`src/rtl/cfg_parser_consts.svh`:
```
// Purpose: Constants for the serial configuration command parser
// Assumes: ASCII command stream, 12-bit converter path
// Notes:   Definitions only
`ifndef CFG_PARSER_CONSTS_SVH
`define CFG_PARSER_CONSTS_SVH

`define CHR_STAR     8'h2a
`define CHR_HASH     8'h23
`define CHR_QUERY    8'h3f
`define CHR_EQ       8'h3d
`define CHR_CR       8'h0d
`define CHR_MINUS    8'h2d
`define CHR_ZERO     8'h30
`define CHR_NINE     8'h39
`define CHR_ONE      8'h31
`define CHR_A        8'h41
`define CHR_C        8'h43
`define CHR_D        8'h44
`define CHR_E        8'h45
`define CHR_I        8'h49
`define CHR_N        8'h4e
`define CHR_P        8'h50
`define CHR_S        8'h53
`define CHR_W        8'h57
`define CHR_X        8'h58
`define CHR_Y        8'h59
`define CHR_Z        8'h5a
`define NAME_NONE    8'h00

`define W_PCT_MAX    10'd99
`define W_FULL_PCT   7'd100
`define W_RESET      7'd0
`define TRIM_LIMIT   10'd120
`define TRIM_RESET   8'h00
`define NUM_SAT      14'd999
`define NULL_ADDR    7'd0
`define ADDR_MAX     10'd99
`define MID_CODE     12'h800
`define REP_DEPTH    12

`define TRIM_STEP_DEN 24'sd20000
`define FS_CODES      24'sd4096
`define MID_CODE_S    24'sd2048
`define DAC_MAX       24'sd4095

`endif

```
`src/rtl/cfg_parser_pkg.sv`:
```
// Purpose: Types shared by the command parser and the output scaler
// Assumes: Constants come from cfg_parser_consts.svh
// Notes:   Types only
package cfg_parser_pkg;
  typedef enum logic [2:0] {
    ST_IDLE  = 3'b000,
    ST_ADDR  = 3'b001,
    ST_NAME  = 3'b010,
    ST_VALUE = 3'b011,
    ST_SKIP  = 3'b100,
    ST_EXEC  = 3'b101,
    ST_REPLY = 3'b110
  } parse_state_t;
  typedef logic [7:0]        char_t;
  typedef logic signed [7:0] trim_t;
  typedef logic [9:0]        direct_t;
endpackage

```
`src/rtl/output_scaler.sv`:
```
// Purpose: Trim, null and window scaling of the pressure code onto the converter
// Assumes: Offset-binary pressure code for differential units
// Notes:   One register stage; division is combinational
`timescale 1ns/1ps
`include "cfg_parser_consts.svh"
module output_scaler (
  input  wire logic                      clk_i,
  input  wire logic                      rst_i,
  input  wire logic                      ce_i,
  input  wire logic [11:0]               press_i,
  input  wire logic                      diff_i,
  input  wire logic [6:0]                w_pct_i,
  input  wire logic                      setpt_mode_i,
  input  wire logic [11:0]               setpoint_i,
  input  wire cfg_parser_pkg::trim_t     x_trim_i,
  input  wire cfg_parser_pkg::trim_t     y_trim_i,
  input  wire cfg_parser_pkg::trim_t     z_trim_i,
  input  wire logic signed [12:0]        null_adj_i,
  output logic [11:0]                    dac_code_o
);
  import cfg_parser_pkg::*;

  wire logic signed [23:0] p_s    = $signed({12'h000, press_i});
  wire logic               neg    = diff_i && (press_i < `MID_CODE);
  wire logic signed [23:0] dev    = diff_i ? p_s - `MID_CODE_S : p_s;
  // Negative side of a differential unit uses its own slope
  wire trim_t              slope  = neg ? y_trim_i : x_trim_i; // RULE11
  wire logic signed [23:0] sl_s   = {{16{slope[7]}}, slope};
  wire logic signed [23:0] z_s    = {{16{z_trim_i[7]}}, z_trim_i};
  wire logic signed [23:0] corr   = (dev * sl_s) / `TRIM_STEP_DEN; // RULE10
  wire logic signed [23:0] offs   = (z_s * `FS_CODES) / `TRIM_STEP_DEN; // RULE12
  wire logic signed [23:0] nul_s  = {{11{null_adj_i[12]}}, null_adj_i};
  wire logic signed [23:0] value  = p_s + corr + offs + nul_s; // RULE12
  // Zero width means the full window
  wire logic [6:0]         span   = (w_pct_i == `W_RESET) ? `W_FULL_PCT : w_pct_i; // RULE14
  wire logic signed [23:0] span_s = $signed({17'h00000, span});
  wire logic signed [23:0] low    = setpt_mode_i ? $signed({12'h000, setpoint_i}) : 24'sh000000; // RULE9
  wire logic signed [23:0] scaled = ((value - low) * 24'sd100) / span_s; // RULE9 RULE13
  wire logic [11:0]        code   = (scaled < 24'sd0) ? 12'h000 :
                                    (scaled > `DAC_MAX) ? 12'hfff : scaled[11:0];

  always_ff @(posedge clk_i or posedge rst_i) begin
    if (rst_i) begin
      dac_code_o <= 12'h000;
    end else if (ce_i) begin
      dac_code_o <= code; // RULE13
    end
  end

  dac_range_a: assert property (@(posedge clk_i) disable iff (rst_i) // RULE13
    (ce_i && scaled > `DAC_MAX) |=> dac_code_o == 12'hfff)
    else $error("converter code not clamped at top");
endmodule

```
`src/rtl/serial_config_command_parser.sv`:
```
// Purpose: Addressed ASCII command interpreter holding transducer configuration
// Assumes: Received and sent bytes are synchronous strobes from a UART
// Notes:   Nonvolatile copy is held in flops; POWER_UP_I restores it
// Function
// (RULE1) Carriage return ends every command from the host.
// (RULE2) Host starts each command with asterisk and two-digit address, 00 if unassigned.
// (RULE3) Replies start with ?01 when unassigned, else hash and own address.
// (RULE4) Parameter changes need a preceding enable; inquiries need none.
// (RULE5) A parameter command with empty value returns the current value.
// (RULE6) Accepted changes act at once from working storage.
// (RULE7) Store command after write enable copies working settings to nonvolatile.
// (RULE8) The four direct-store parameters go straight to nonvolatile after write enable.
// (RULE9) Window width is percent of full scale; set-point option captures a set point.
// (RULE10) Positive slope trim moves slope by a fixed full-scale step per count.
// (RULE11) Negative slope trim acts only on the negative side of differential units.
// (RULE12) Offset trim in fixed steps; null option zeroes output at zero pressure.
// (RULE13) Output is a 12-bit converter code; span adjusts in one-percent steps.
// (RULE14) Window width is limited to 0..99; zero means full window.
// (RULE15) Slope and offset trims are bounded symmetrically about zero.
// (RULE16) Commands for another address are ignored silently.
`timescale 1ns/1ps
`include "cfg_parser_consts.svh"
module serial_config_command_parser (
  input  wire logic              CORE_CLK_I,
  input  wire logic              RST_I,
  input  wire logic              CE_I,
  input  wire logic [7:0]        RX_DATA_I,
  input  wire logic              RX_VALID_I,
  input  wire logic              TX_READY_I,
  input  wire logic [11:0]       PRESS_I,
  input  wire logic              DIFF_UNIT_I,
  input  wire logic              POWER_UP_I,
  output logic                   RX_READY_O,
  output cfg_parser_pkg::char_t  TX_DATA_O,
  output logic                   TX_VALID_O,
  output logic [11:0]            DAC_CODE_O,
  output logic                   WRITE_EN_O,
  output logic                   NV_WRITE_O,
  output logic                   CMD_REJECT_O
);
  import cfg_parser_pkg::*;

  parse_state_t      state;
  logic [3:0]        a_hi, a_lo;
  logic              addr_cnt;
  char_t             name0, name1, val_chr0;
  logic              has_eq, val_empty, val_neg, val_alpha;
  logic [9:0]        val_num;
  logic [6:0]        w_pct, nv_w, own_addr, nv_addr;
  logic              setpt_mode, nv_setpt_mode;
  logic [11:0]       setpoint, nv_setpoint;
  trim_t             x_trim, y_trim, z_trim, nv_x, nv_y, nv_z;
  logic signed [12:0] null_adj, nv_null;
  direct_t           direct [4];
  direct_t           nv_direct [4];
  logic              en_any, en_we;
  char_t             rep [`REP_DEPTH];
  logic [3:0]        rep_len, tx_idx;

  // Byte classification
  wire logic        rx_take  = CE_I && RX_VALID_I && RX_READY_O;
  wire logic        is_digit = (RX_DATA_I >= `CHR_ZERO) && (RX_DATA_I <= `CHR_NINE);
  wire logic        is_cr    = RX_DATA_I == `CHR_CR; // RULE1
  wire logic [13:0] num_ext  = {4'h0, val_num} * 14'd10 + {10'h000, RX_DATA_I[3:0]};
  wire logic [9:0]  next_num = (num_ext > `NUM_SAT) ? 10'(`NUM_SAT) : num_ext[9:0];

  // Command decode
  wire logic [6:0]  addr_val  = {3'b000, a_hi} * 7'd10 + {3'b000, a_lo};
  wire logic        assigned  = own_addr != `NULL_ADDR;
  wire logic        mine      = assigned ? (addr_val == own_addr) : (addr_val == `NULL_ADDR); // RULE2 RULE16
  wire logic        single    = has_eq && (name1 == `NAME_NONE);
  wire logic        p_w       = single && name0 == `CHR_W;
  wire logic        p_x       = single && name0 == `CHR_X;
  wire logic        p_y       = single && name0 == `CHR_Y;
  wire logic        p_z       = single && name0 == `CHR_Z;
  wire logic        p_dir     = single && name0 >= `CHR_A && name0 <= `CHR_D;
  wire logic [1:0]  dir_idx   = 2'(name0 - `CHR_A);
  wire logic        p_ident   = has_eq && name0 == `CHR_I && name1 == `CHR_D;
  wire logic        known     = p_w || p_x || p_y || p_z || p_dir || p_ident;
  wire logic        cmd_we    = !has_eq && name0 == `CHR_W && name1 == `CHR_E;
  wire logic        cmd_alt   = !has_eq && name0 == `CHR_N && name1 == `CHR_E;
  wire logic        cmd_store = !has_eq && name0 == `CHR_S && name1 == `CHR_P;
  wire logic        go        = CE_I && state == ST_EXEC && mine;
  wire logic        change    = known && !val_empty;
  wire logic        allowed   = p_dir ? en_we : en_any; // RULE4
  wire logic        ok_change = go && change && allowed; // RULE4
  wire logic        reply_go  = go && known && val_empty; // RULE5
  wire logic        do_store  = go && cmd_store && en_we; // RULE7
  wire logic        z_cal     = val_alpha && val_chr0 == `CHR_C; // RULE12
  wire logic        w_setpt   = val_alpha && val_chr0 == `CHR_S; // RULE9

  // Value limiting; trims saturate symmetric about zero
  wire logic [6:0]  w_val     = (val_num > `W_PCT_MAX) ? 7'd99 : val_num[6:0]; // RULE14
  wire logic [6:0]  addr_new  = (val_num > `ADDR_MAX) ? 7'd99 : val_num[6:0];
  wire logic [7:0]  trim_mag  = (val_num > `TRIM_LIMIT) ? 8'd120 : val_num[7:0]; // RULE15
  wire trim_t       trim_val  = val_neg ? -$signed(trim_mag) : $signed(trim_mag); // RULE15
  wire logic [11:0] null_ref  = DIFF_UNIT_I ? `MID_CODE : 12'h000;
  wire logic signed [12:0] null_new = $signed({1'b0, null_ref}) - $signed({1'b0, PRESS_I}); // RULE12

  // Value reported on inquiry
  wire trim_t       trim_sel  = p_x ? x_trim : (p_y ? y_trim : z_trim);
  wire logic        trim_q    = p_x || p_y || p_z;
  wire logic        rep_neg   = trim_q && trim_sel[7];
  wire logic [7:0]  trim_abs  = trim_sel[7] ? 8'(-trim_sel) : 8'(trim_sel);
  wire logic [9:0]  rep_mag   = trim_q ? {2'b00, trim_abs} :
                                p_w ? {3'b000, w_pct} :
                                p_ident ? {3'b000, own_addr} : direct[dir_idx]; // RULE5
  wire logic [3:0]  dig_h     = 4'(rep_mag / 10'd100);
  wire logic [3:0]  dig_t     = 4'((rep_mag / 10'd10) % 10'd10);
  wire logic [3:0]  dig_o     = 4'(rep_mag % 10'd10);
  wire logic [3:0]  own_hi    = 4'(own_addr / 7'd10);
  wire logic [3:0]  own_lo    = 4'(own_addr % 7'd10);

  char_t      next_rep [`REP_DEPTH];
  logic [3:0] next_len;
  always_comb begin
    for (int k = 0; k < `REP_DEPTH; k++) begin
      next_rep[k] = `CHR_CR;
    end
    next_len = 4'd0;
    // Prefix shows whether the unit has been given an address
    next_rep[0] = assigned ? `CHR_HASH : `CHR_QUERY; // RULE3
    next_rep[1] = assigned ? (`CHR_ZERO + {4'h0, own_hi}) : `CHR_ZERO; // RULE3
    next_rep[2] = assigned ? (`CHR_ZERO + {4'h0, own_lo}) : `CHR_ONE; // RULE3
    next_rep[3] = name0;
    next_len = 4'd4;
    if (name1 != `NAME_NONE) begin
      next_rep[next_len] = name1;
      next_len = next_len + 4'd1;
    end
    next_rep[next_len] = `CHR_EQ;
    next_len = next_len + 4'd1;
    if (rep_neg) begin
      next_rep[next_len] = `CHR_MINUS;
      next_len = next_len + 4'd1;
    end
    if (dig_h != 4'h0) begin
      next_rep[next_len] = `CHR_ZERO + {4'h0, dig_h};
      next_len = next_len + 4'd1;
    end
    if (dig_h != 4'h0 || dig_t != 4'h0) begin
      next_rep[next_len] = `CHR_ZERO + {4'h0, dig_t};
      next_len = next_len + 4'd1;
    end
    next_rep[next_len] = `CHR_ZERO + {4'h0, dig_o};
    next_len = next_len + 4'd2;
  end

  // Parser and reply sequencer
  always_ff @(posedge CORE_CLK_I or posedge RST_I) begin
    if (RST_I) begin
      state <= ST_IDLE;
      {a_hi, a_lo, addr_cnt} <= 9'h000;
      {name0, name1, val_chr0} <= 24'h000000;
      {has_eq, val_empty, val_neg, val_alpha} <= 4'h4;
      val_num <= 10'h000;
      RX_READY_O <= 1'b1;
      TX_VALID_O <= 1'b0;
      TX_DATA_O <= 8'h00;
      tx_idx <= 4'h0;
      rep_len <= 4'h0;
      for (int k = 0; k < `REP_DEPTH; k++) rep[k] <= 8'h00;
    end else if (CE_I) begin
      unique case (state)
        ST_IDLE: if (rx_take && RX_DATA_I == `CHR_STAR) begin // RULE2
          state <= ST_ADDR;
          {addr_cnt, name0, name1, has_eq, val_neg, val_alpha} <= 20'h00000;
          val_empty <= 1'b1;
          val_num <= 10'h000;
        end
        ST_ADDR: if (rx_take) begin
          if (!is_digit) state <= is_cr ? ST_IDLE : ST_SKIP;
          else begin
            a_hi <= addr_cnt ? a_hi : RX_DATA_I[3:0];
            a_lo <= RX_DATA_I[3:0];
            addr_cnt <= 1'b1;
            if (addr_cnt) state <= ST_NAME;
          end
        end
        ST_NAME: if (rx_take) begin
          if (is_cr) begin
            state <= ST_EXEC; // RULE1
            RX_READY_O <= 1'b0;
          end else if (RX_DATA_I == `CHR_EQ && name0 != `NAME_NONE) begin
            has_eq <= 1'b1;
            state <= ST_VALUE;
          end else if (name0 == `NAME_NONE) name0 <= RX_DATA_I;
          else if (name1 == `NAME_NONE) name1 <= RX_DATA_I;
          else state <= ST_SKIP;
        end
        ST_VALUE: if (rx_take) begin
          if (is_cr) begin
            state <= ST_EXEC; // RULE1
            RX_READY_O <= 1'b0;
          end else begin
            val_empty <= 1'b0;
            if (RX_DATA_I == `CHR_MINUS && val_empty) val_neg <= 1'b1;
            else if (is_digit) val_num <= next_num;
            else begin
              val_alpha <= 1'b1;
              if (!val_alpha) val_chr0 <= RX_DATA_I;
            end
          end
        end
        ST_SKIP: if (rx_take && is_cr) state <= ST_IDLE;
        ST_EXEC: begin
          // Foreign or non-inquiry commands get no answer
          if (reply_go) begin // RULE5 RULE16
            state <= ST_REPLY;
            rep <= next_rep;
            rep_len <= next_len;
            tx_idx <= 4'h0;
          end else begin
            state <= ST_IDLE;
            RX_READY_O <= 1'b1;
          end
        end
        ST_REPLY: if (!TX_VALID_O) begin
          TX_VALID_O <= 1'b1;
          TX_DATA_O <= rep[tx_idx];
        end else if (TX_READY_I) begin
          TX_VALID_O <= 1'b0;
          tx_idx <= tx_idx + 4'h1;
          if (tx_idx == rep_len - 4'h1) begin
            state <= ST_IDLE;
            RX_READY_O <= 1'b1;
          end
        end
        default: state <= ST_IDLE;
      endcase
    end
  end

  // Working configuration, applied to the output path at once
  always_ff @(posedge CORE_CLK_I or posedge RST_I) begin
    if (RST_I) begin
      {w_pct, setpt_mode, setpoint, own_addr} <= 27'h0000000;
      {x_trim, y_trim, z_trim} <= {3{`TRIM_RESET}};
      null_adj <= 13'sh0000;
    end else if (CE_I) begin
      if (POWER_UP_I) begin
        // Saved copy becomes the running state
        {w_pct, setpt_mode, setpoint, own_addr} <= {nv_w, nv_setpt_mode, nv_setpoint, nv_addr}; // RULE7
        {x_trim, y_trim, z_trim, null_adj} <= {nv_x, nv_y, nv_z, nv_null};
      end else if (ok_change) begin // RULE6
        if (p_w && w_setpt) begin
          setpt_mode <= 1'b1; // RULE9
          setpoint <= PRESS_I;
        end else if (p_w) begin
          w_pct <= w_val; // RULE9 RULE14
          setpt_mode <= 1'b0;
        end
        if (p_x) x_trim <= trim_val; // RULE10 RULE15
        if (p_y) y_trim <= trim_val; // RULE11
        if (p_z && z_cal) null_adj <= null_new; // RULE12
        else if (p_z) z_trim <= trim_val; // RULE12 RULE15
        if (p_ident) own_addr <= addr_new;
      end
    end
  end

  // Nonvolatile copy and enables
  always_ff @(posedge CORE_CLK_I or posedge RST_I) begin
    if (RST_I) begin
      {nv_w, nv_setpt_mode, nv_setpoint, nv_addr} <= 27'h0000000;
      {nv_x, nv_y, nv_z} <= {3{`TRIM_RESET}};
      nv_null <= 13'sh0000;
      {en_any, en_we, NV_WRITE_O, CMD_REJECT_O} <= 4'h0;
    end else if (CE_I) begin
      NV_WRITE_O <= do_store || (ok_change && p_dir); // RULE7 RULE8
      CMD_REJECT_O <= go && ((change && !allowed) || (cmd_store && !en_we));
      if (do_store) begin // RULE7
        {nv_w, nv_setpt_mode, nv_setpoint, nv_addr} <= {w_pct, setpt_mode, setpoint, own_addr};
        {nv_x, nv_y, nv_z, nv_null} <= {x_trim, y_trim, z_trim, null_adj};
      end
      // An enable covers only the next changing or store command
      if (go && (cmd_we || cmd_alt)) begin // RULE4
        en_any <= 1'b1;
        en_we <= cmd_we;
      end else if (go && (change || cmd_store)) begin
        en_any <= 1'b0;
        en_we <= 1'b0;
      end
    end
  end

  genvar g;
  generate
    for (g = 0; g < 4; g++) begin : g_direct
      wire logic hit = ok_change && p_dir && dir_idx == 2'(g);
      always_ff @(posedge CORE_CLK_I or posedge RST_I) begin
        if (RST_I) begin
          direct[g] <= 10'h000;
          nv_direct[g] <= 10'h000;
        end else if (CE_I) begin
          if (hit) begin
            direct[g] <= val_num; // RULE8
            nv_direct[g] <= val_num; // RULE8
          end else if (POWER_UP_I) direct[g] <= nv_direct[g];
        end
      end
    end
  endgenerate

  always_ff @(posedge CORE_CLK_I or posedge RST_I) begin
    if (RST_I) WRITE_EN_O <= 1'b0;
    else if (CE_I) WRITE_EN_O <= (go && (cmd_we || cmd_alt)) || (en_any && !(go && (change || cmd_store)));
  end

  output_scaler u_scaler (
    .clk_i        (CORE_CLK_I),
    .rst_i        (RST_I),
    .ce_i         (CE_I),
    .press_i      (PRESS_I),
    .diff_i       (DIFF_UNIT_I),
    .w_pct_i      (w_pct),
    .setpt_mode_i (setpt_mode),
    .setpoint_i   (setpoint),
    .x_trim_i     (x_trim),
    .y_trim_i     (y_trim),
    .z_trim_i     (z_trim),
    .null_adj_i   (null_adj),
    .dac_code_o   (DAC_CODE_O)
  );

  reply_prefix_a: assert property (@(posedge CORE_CLK_I) disable iff (RST_I) // RULE3
    (state == ST_REPLY && TX_VALID_O && tx_idx == 4'h0) |-> TX_DATA_O == (assigned ? `CHR_HASH : `CHR_QUERY))
    else $error("reply prefix wrong");
  change_gated_a: assert property (@(posedge CORE_CLK_I) disable iff (RST_I) // RULE4
    (go && change && !en_any && !POWER_UP_I) |=> $stable(w_pct) && $stable(x_trim) && $stable(z_trim))
    else $error("change taken without enable");
  inquiry_reply_a: assert property (@(posedge CORE_CLK_I) disable iff (RST_I) // RULE5
    reply_go |=> state == ST_REPLY ##[1:40] state == ST_IDLE)
    else $error("inquiry not answered");
  store_copy_a: assert property (@(posedge CORE_CLK_I) disable iff (RST_I) // RULE7
    do_store |=> nv_w == $past(w_pct) && nv_x == $past(x_trim) && NV_WRITE_O)
    else $error("store did not copy");
  direct_nv_a: assert property (@(posedge CORE_CLK_I) disable iff (RST_I) // RULE8
    (ok_change && p_dir) |=> NV_WRITE_O && nv_direct[$past(dir_idx)] == $past(val_num))
    else $error("direct parameter not saved");
  window_limit_a: assert property (@(posedge CORE_CLK_I) disable iff (RST_I) // RULE14
    w_pct <= 7'd99)
    else $error("window width over limit");
  trim_bound_a: assert property (@(posedge CORE_CLK_I) disable iff (RST_I) // RULE15
    (x_trim <= 8'sd120 && x_trim >= -8'sd120 && z_trim <= 8'sd120 && z_trim >= -8'sd120))
    else $error("trim out of range");
  foreign_quiet_a: assert property (@(posedge CORE_CLK_I) disable iff (RST_I) // RULE16
    (CE_I && state == ST_EXEC && !mine) |=> state == ST_IDLE && !TX_VALID_O)
    else $error("foreign command answered");
endmodule

```
`config.mk`:
```
export PLATFORM = sky130hd
export DESIGN_NAME = serial_config_command_parser
export DESIGN_NICKNAME = d
export VERILOG_FILES = /design/src/rtl/cfg_parser_pkg.sv /design/src/rtl/output_scaler.sv /design/src/rtl/serial_config_command_parser.sv
export VERILOG_INCLUDE_DIRS = /design/src /design/src/rtl
export SDC_FILE = /design/constraint.sdc
export NUM_CORES = 2
export LEC_CHECK = 0
export BUFFER_PORTS_ARGS = -buffer_cell sky130_fd_sc_hd__buf_2
export CORE_MARGIN = 3
export CORE_UTILIZATION = 35
export DETAILED_ROUTE_END_ITERATION = 8
export GPL_TIMING_DRIVEN = 0
export HOLD_SLACK_MARGIN = 0.05
export SYNTH_ARGS = -nofsm -noshare
export SYNTH_HDL_FRONTEND = slang
export SYNTH_SLANG_ARGS = --single-unit
```
`constraint.sdc`:
```
create_clock -name CORE_CLK_I -period 100.6 [get_ports CORE_CLK_I]
set_clock_uncertainty 0.1 [all_clocks]
set_input_delay 10.06 -clock CORE_CLK_I [delete_from_list [all_inputs] [get_ports CORE_CLK_I]]
set_output_delay 10.06 -clock CORE_CLK_I [all_outputs]
set_load 0.01 [all_outputs]
```
==> impl_summary.txt <==
----------------------------------------------------
[Outcome]
  Result of the run ... finished, final reports clean

[Critical path]
  Nature of the critical path endpoint ... register
  Top cell family by delay on the critical path ... compound AO/OA/AOI/OAI gates
  Slowest stage cell, crit path ... or4_4
  Worst Setup Path Type ... in -> reg
  Most frequent cell on the critical path ... o21a_1
  Worst path bufs/invs ... 46
  Required @ worst endpoint ... 100.93 ns
  Crit path DAT ... 95.70 ns
  Slowest stage delay, CP ... 0.57 ns
  Type of element launching the critical path ... input pin
  Maximum net fanout on the critical path ... 18

[Timing]
  Setup ws final ... 5.23 ns
  Transition at the pin with the smallest max-transition slack ... 1.44 ns
  Upper clock frequency limit ... around 10 MHz
  Number of setup violations in the final report ... 0
  Count of pins over their slew limit ... 0
  Sum of negative setup slack ... 0 ns
  Worst Hold Margin ... 0.362 ns
  Max_slew headroom ... 0.0391
  Final period util ... 0.948
  Time the final worst path needs with I/O delays and setup ... 95.37 ns
  Final-report hold violation count ... 0

[Final layout]
  Number of nets in the final layout ... 7,072
  Sequential cell area ... 9010 sq um
  Layout cell share with drive strength beyond 1 ... 0.113
  P&R area growth vs syn ... 12.4%
  Area taken by multi-input logic gates ... slightly below 40,000 sq um
  # fillers ... 14,300
  Post-layout utilization of the core ... 0.400

[CTS]
  Cts bufs inserted ... 43
  CTS tree ... yes
  Number of clock sinks seen by CTS ... 360
  CTS Root Cell ... clkbuf_16
  Hold_buf cts ... 0
  Clock Pin Slew Worst Setup and Hold Paths ... 0.06 ns
  H-tree levels ... 2
  Number of buffers between clock root and the deepest sink ... 3
  Clock latency reported for the late side of the worst-skew pair ... 0.60 ns

[Placed design]
  DP HPWL ... around 120,000 microns
  Global placement routability congestion ... 0.935
  I/O Buffers ... 47
  Setup WS pre-CTS ... -16.44 ns

[Logic synthesis]
  Asr flop ratio synth ... 1.00
  Proportion of synthesized chip area in sequential cells ... 0.183
  Count of state elements after synthesis ... 360
  Count of unique library cells instantiated by Yosys ... 140
  Count of warnings emitted by yosys ... 0
  Syn_area_per_cell ... 7.76 sq um
  Number of enable-type register cells in the synthesized netlist ... 0
  Number of standard cells after synthesis ... about 6,300
  Post-synth top flop ... dfrtp_1
  Synthesized cell area ... 49,200 sq um

[Die]
  Die boundary height ... approximately 380 microns
  Number of placement rows ... about 140
  Initial standard-cell utilization of the core ... 0.355
  Area of the placeable core ... 139,000 sq um
  Area of the die ... 145,000 sq um
  Die W ... 381 microns
  Count of pins on the block boundary ... 52

[Global routing]
  Number of global-route vias before repair ... roughly 46,000
  Largest net degree at the start of global routing ... 116
  Antenna violations before repair ... 1
  Overflow after GRT ... 0
  GR Util All Layers ... 0.206
  First-pass GRT wire length ... 249,000 microns

[Drt]
  DRC violation total after the first TritonRoute iteration ... around 3,600
  Routed WL ... 157,000 microns
  Count of vias placed by the detailed router ... between 40,000 and 50,000
  Antenna violation net count after detailed routing ... 0
  Drc violations ... 0
  Routed wire length per instance ... 18.6 microns
  Via/cell ratio ... 5.69
  DR pass1 iterations ... 6

[Job]
  Max Cap Viol ... 0

[Worst hold path]
  Worst min path class ... reg -> reg

----------------------------------------------------
==> stage by stage <==
step | instance area (sq um) | std cells
final | 55300 | 8432
after global routing | 55300 | 8432
after CTS | 54200 | 8362
after detailed placement | 52000 | 8262
after global placement | 51800 | 8254
after floorplan | 49200 | 6344
==> repair_timing <==
item                                    4_1_cts  5_1_grt
endpoints found under the setup margin       12       12
buffers inserted                             26       71
pin swaps                                    21       51
gates resized for setup                     142      196
==> per-layer routing <==
metal / share of wire / global-route usage
met4: 0.025 / 0.0510
met1: 0.45 / 0.277
met3: 0.052 / 0.0182
met2: 0.48 / 0.356
met5: 0 / 0
==> cells in the final DEF, fill, tap and decap left out, types with 22 or more instances in the layout <==
cell,instances
a21oi_2,45
mux2_2,138
buf_2,65
a21o_1,129
o21ai_1,47
o21ai_0,324
a21oi_1,405
fa_1,154
a31oi_1,119
or3_1,60
inv_1,398
a41oi_1,22
a22oi_1,24
buf_4,113
and2_1,104
o21a_1,82
nor3_1,153
nand2b_1,84
o211ai_1,43
clkbuf_16,43
ha_1,353
nand4_1,63
nor4_1,41
nor2_1,663
xor2_1,136
nand3_1,146
or2_2,34
clkbuf_1,174
and4_1,25
nand2_1,676
dfrtp_1,358
o31ai_1,46
and3_1,53
nor2b_1,67
o22ai_1,22
mux4_2,25
mux2i_1,86
xnor2_1,290
o21bai_1,34
a211oi_1,75
==> cells by family after synthesis <==
group,synth area share
flip-flops,0.183
other,0.0000762
AND/OR/NAND/NOR,0.235
adder cells (fa/ha/maj),0.154
XOR/XNOR,0.0809
AO/OA/AOI/OAI,0.232
multiplexers,0.0640
buffers and inverters,0.0512
==> worst paths after layout <==
check,slack [ns],startpoint,cells past startpoint,endpoint
worst max-delay path,5.23,PRESS_I[11],434,u_scaler.dac_code_o[1]
worst min-delay path,0.36,nv_direct[35],2,nv_direct[35]
worst max register to register,14.79,y_trim[0],435,u_scaler.dac_code_o[1]
worst min register to register,0.36,nv_direct[35],2,nv_direct[35]
max in group asynchronous,89.72,RST_I,4,w_pct[1]
min in group asynchronous,9.37,RST_I,2,nv_direct[30]
==> layout make-up <==
cell class                      count  area share
Antenna cell                        1   0.0000452
Sequential cell                   360       0.163
Tap cell                         1863      0.0421
Buffer                            234      0.0202
Inverter                          414      0.0282
Clock buffer                       66      0.0230
Timing Repair Buffer              154      0.0212
Clock inverter                     12     0.00269
Multi-Input combinational cell   5328       0.700
==> cells in the mapped netlist (all sizes together) (23+ instances only) <==
master,n,share of area
nand2,683,0.052
nor2,677,0.052
a21oi,459,0.047
inv,403,0.031
o21ai,382,0.039
dfrtp,358,0.18
ha,356,0.090
xnor2,306,0.055
clkbuf,204,0.016
nor3,164,0.017
fa,154,0.063
nand3,153,0.016
mux2,144,0.033
xor2,140,0.025
a21o,133,0.020
a31oi,125,0.017
and2,110,0.014
mux2i,93,0.019
nand2b,85,0.011
a211oi,83,0.013
o21a,83,0.013
nor2b,70,0.0089
nand4,66,0.0089
or3,62,0.0081
nor4,56,0.0084
and3,54,0.0070
o31ai,52,0.0084
o211ai,44,0.0068
or2,41,0.0052
buf,38,0.0041
o21bai,35,0.0053
a21boi,28,0.0043
and4,26,0.0047
mux4,25,0.011
or4,25,0.0040
a22oi,24,0.0037
o22ai,23,0.0029
==> state kept, by name, indices dropped and copies added, names as in the netlist, 10 cells and up <==
name and cells:
nv_direct 40, rep 67, direct 40, u_scaler.dac_code_o 12, null_adj 13, nv_setpoint 12, nv_null 13, setpoint 12
val_num 10
==> worst min-delay path: stages, from the launching register on <==
cell	delay, ns
dfrtp_1	0.32
nand2_1	0.06
nand2_1	0.05
Power is left out: the tool's default activity adds up to more than one toggle a clock period on the data nets, which glitch-free logic cannot reach.
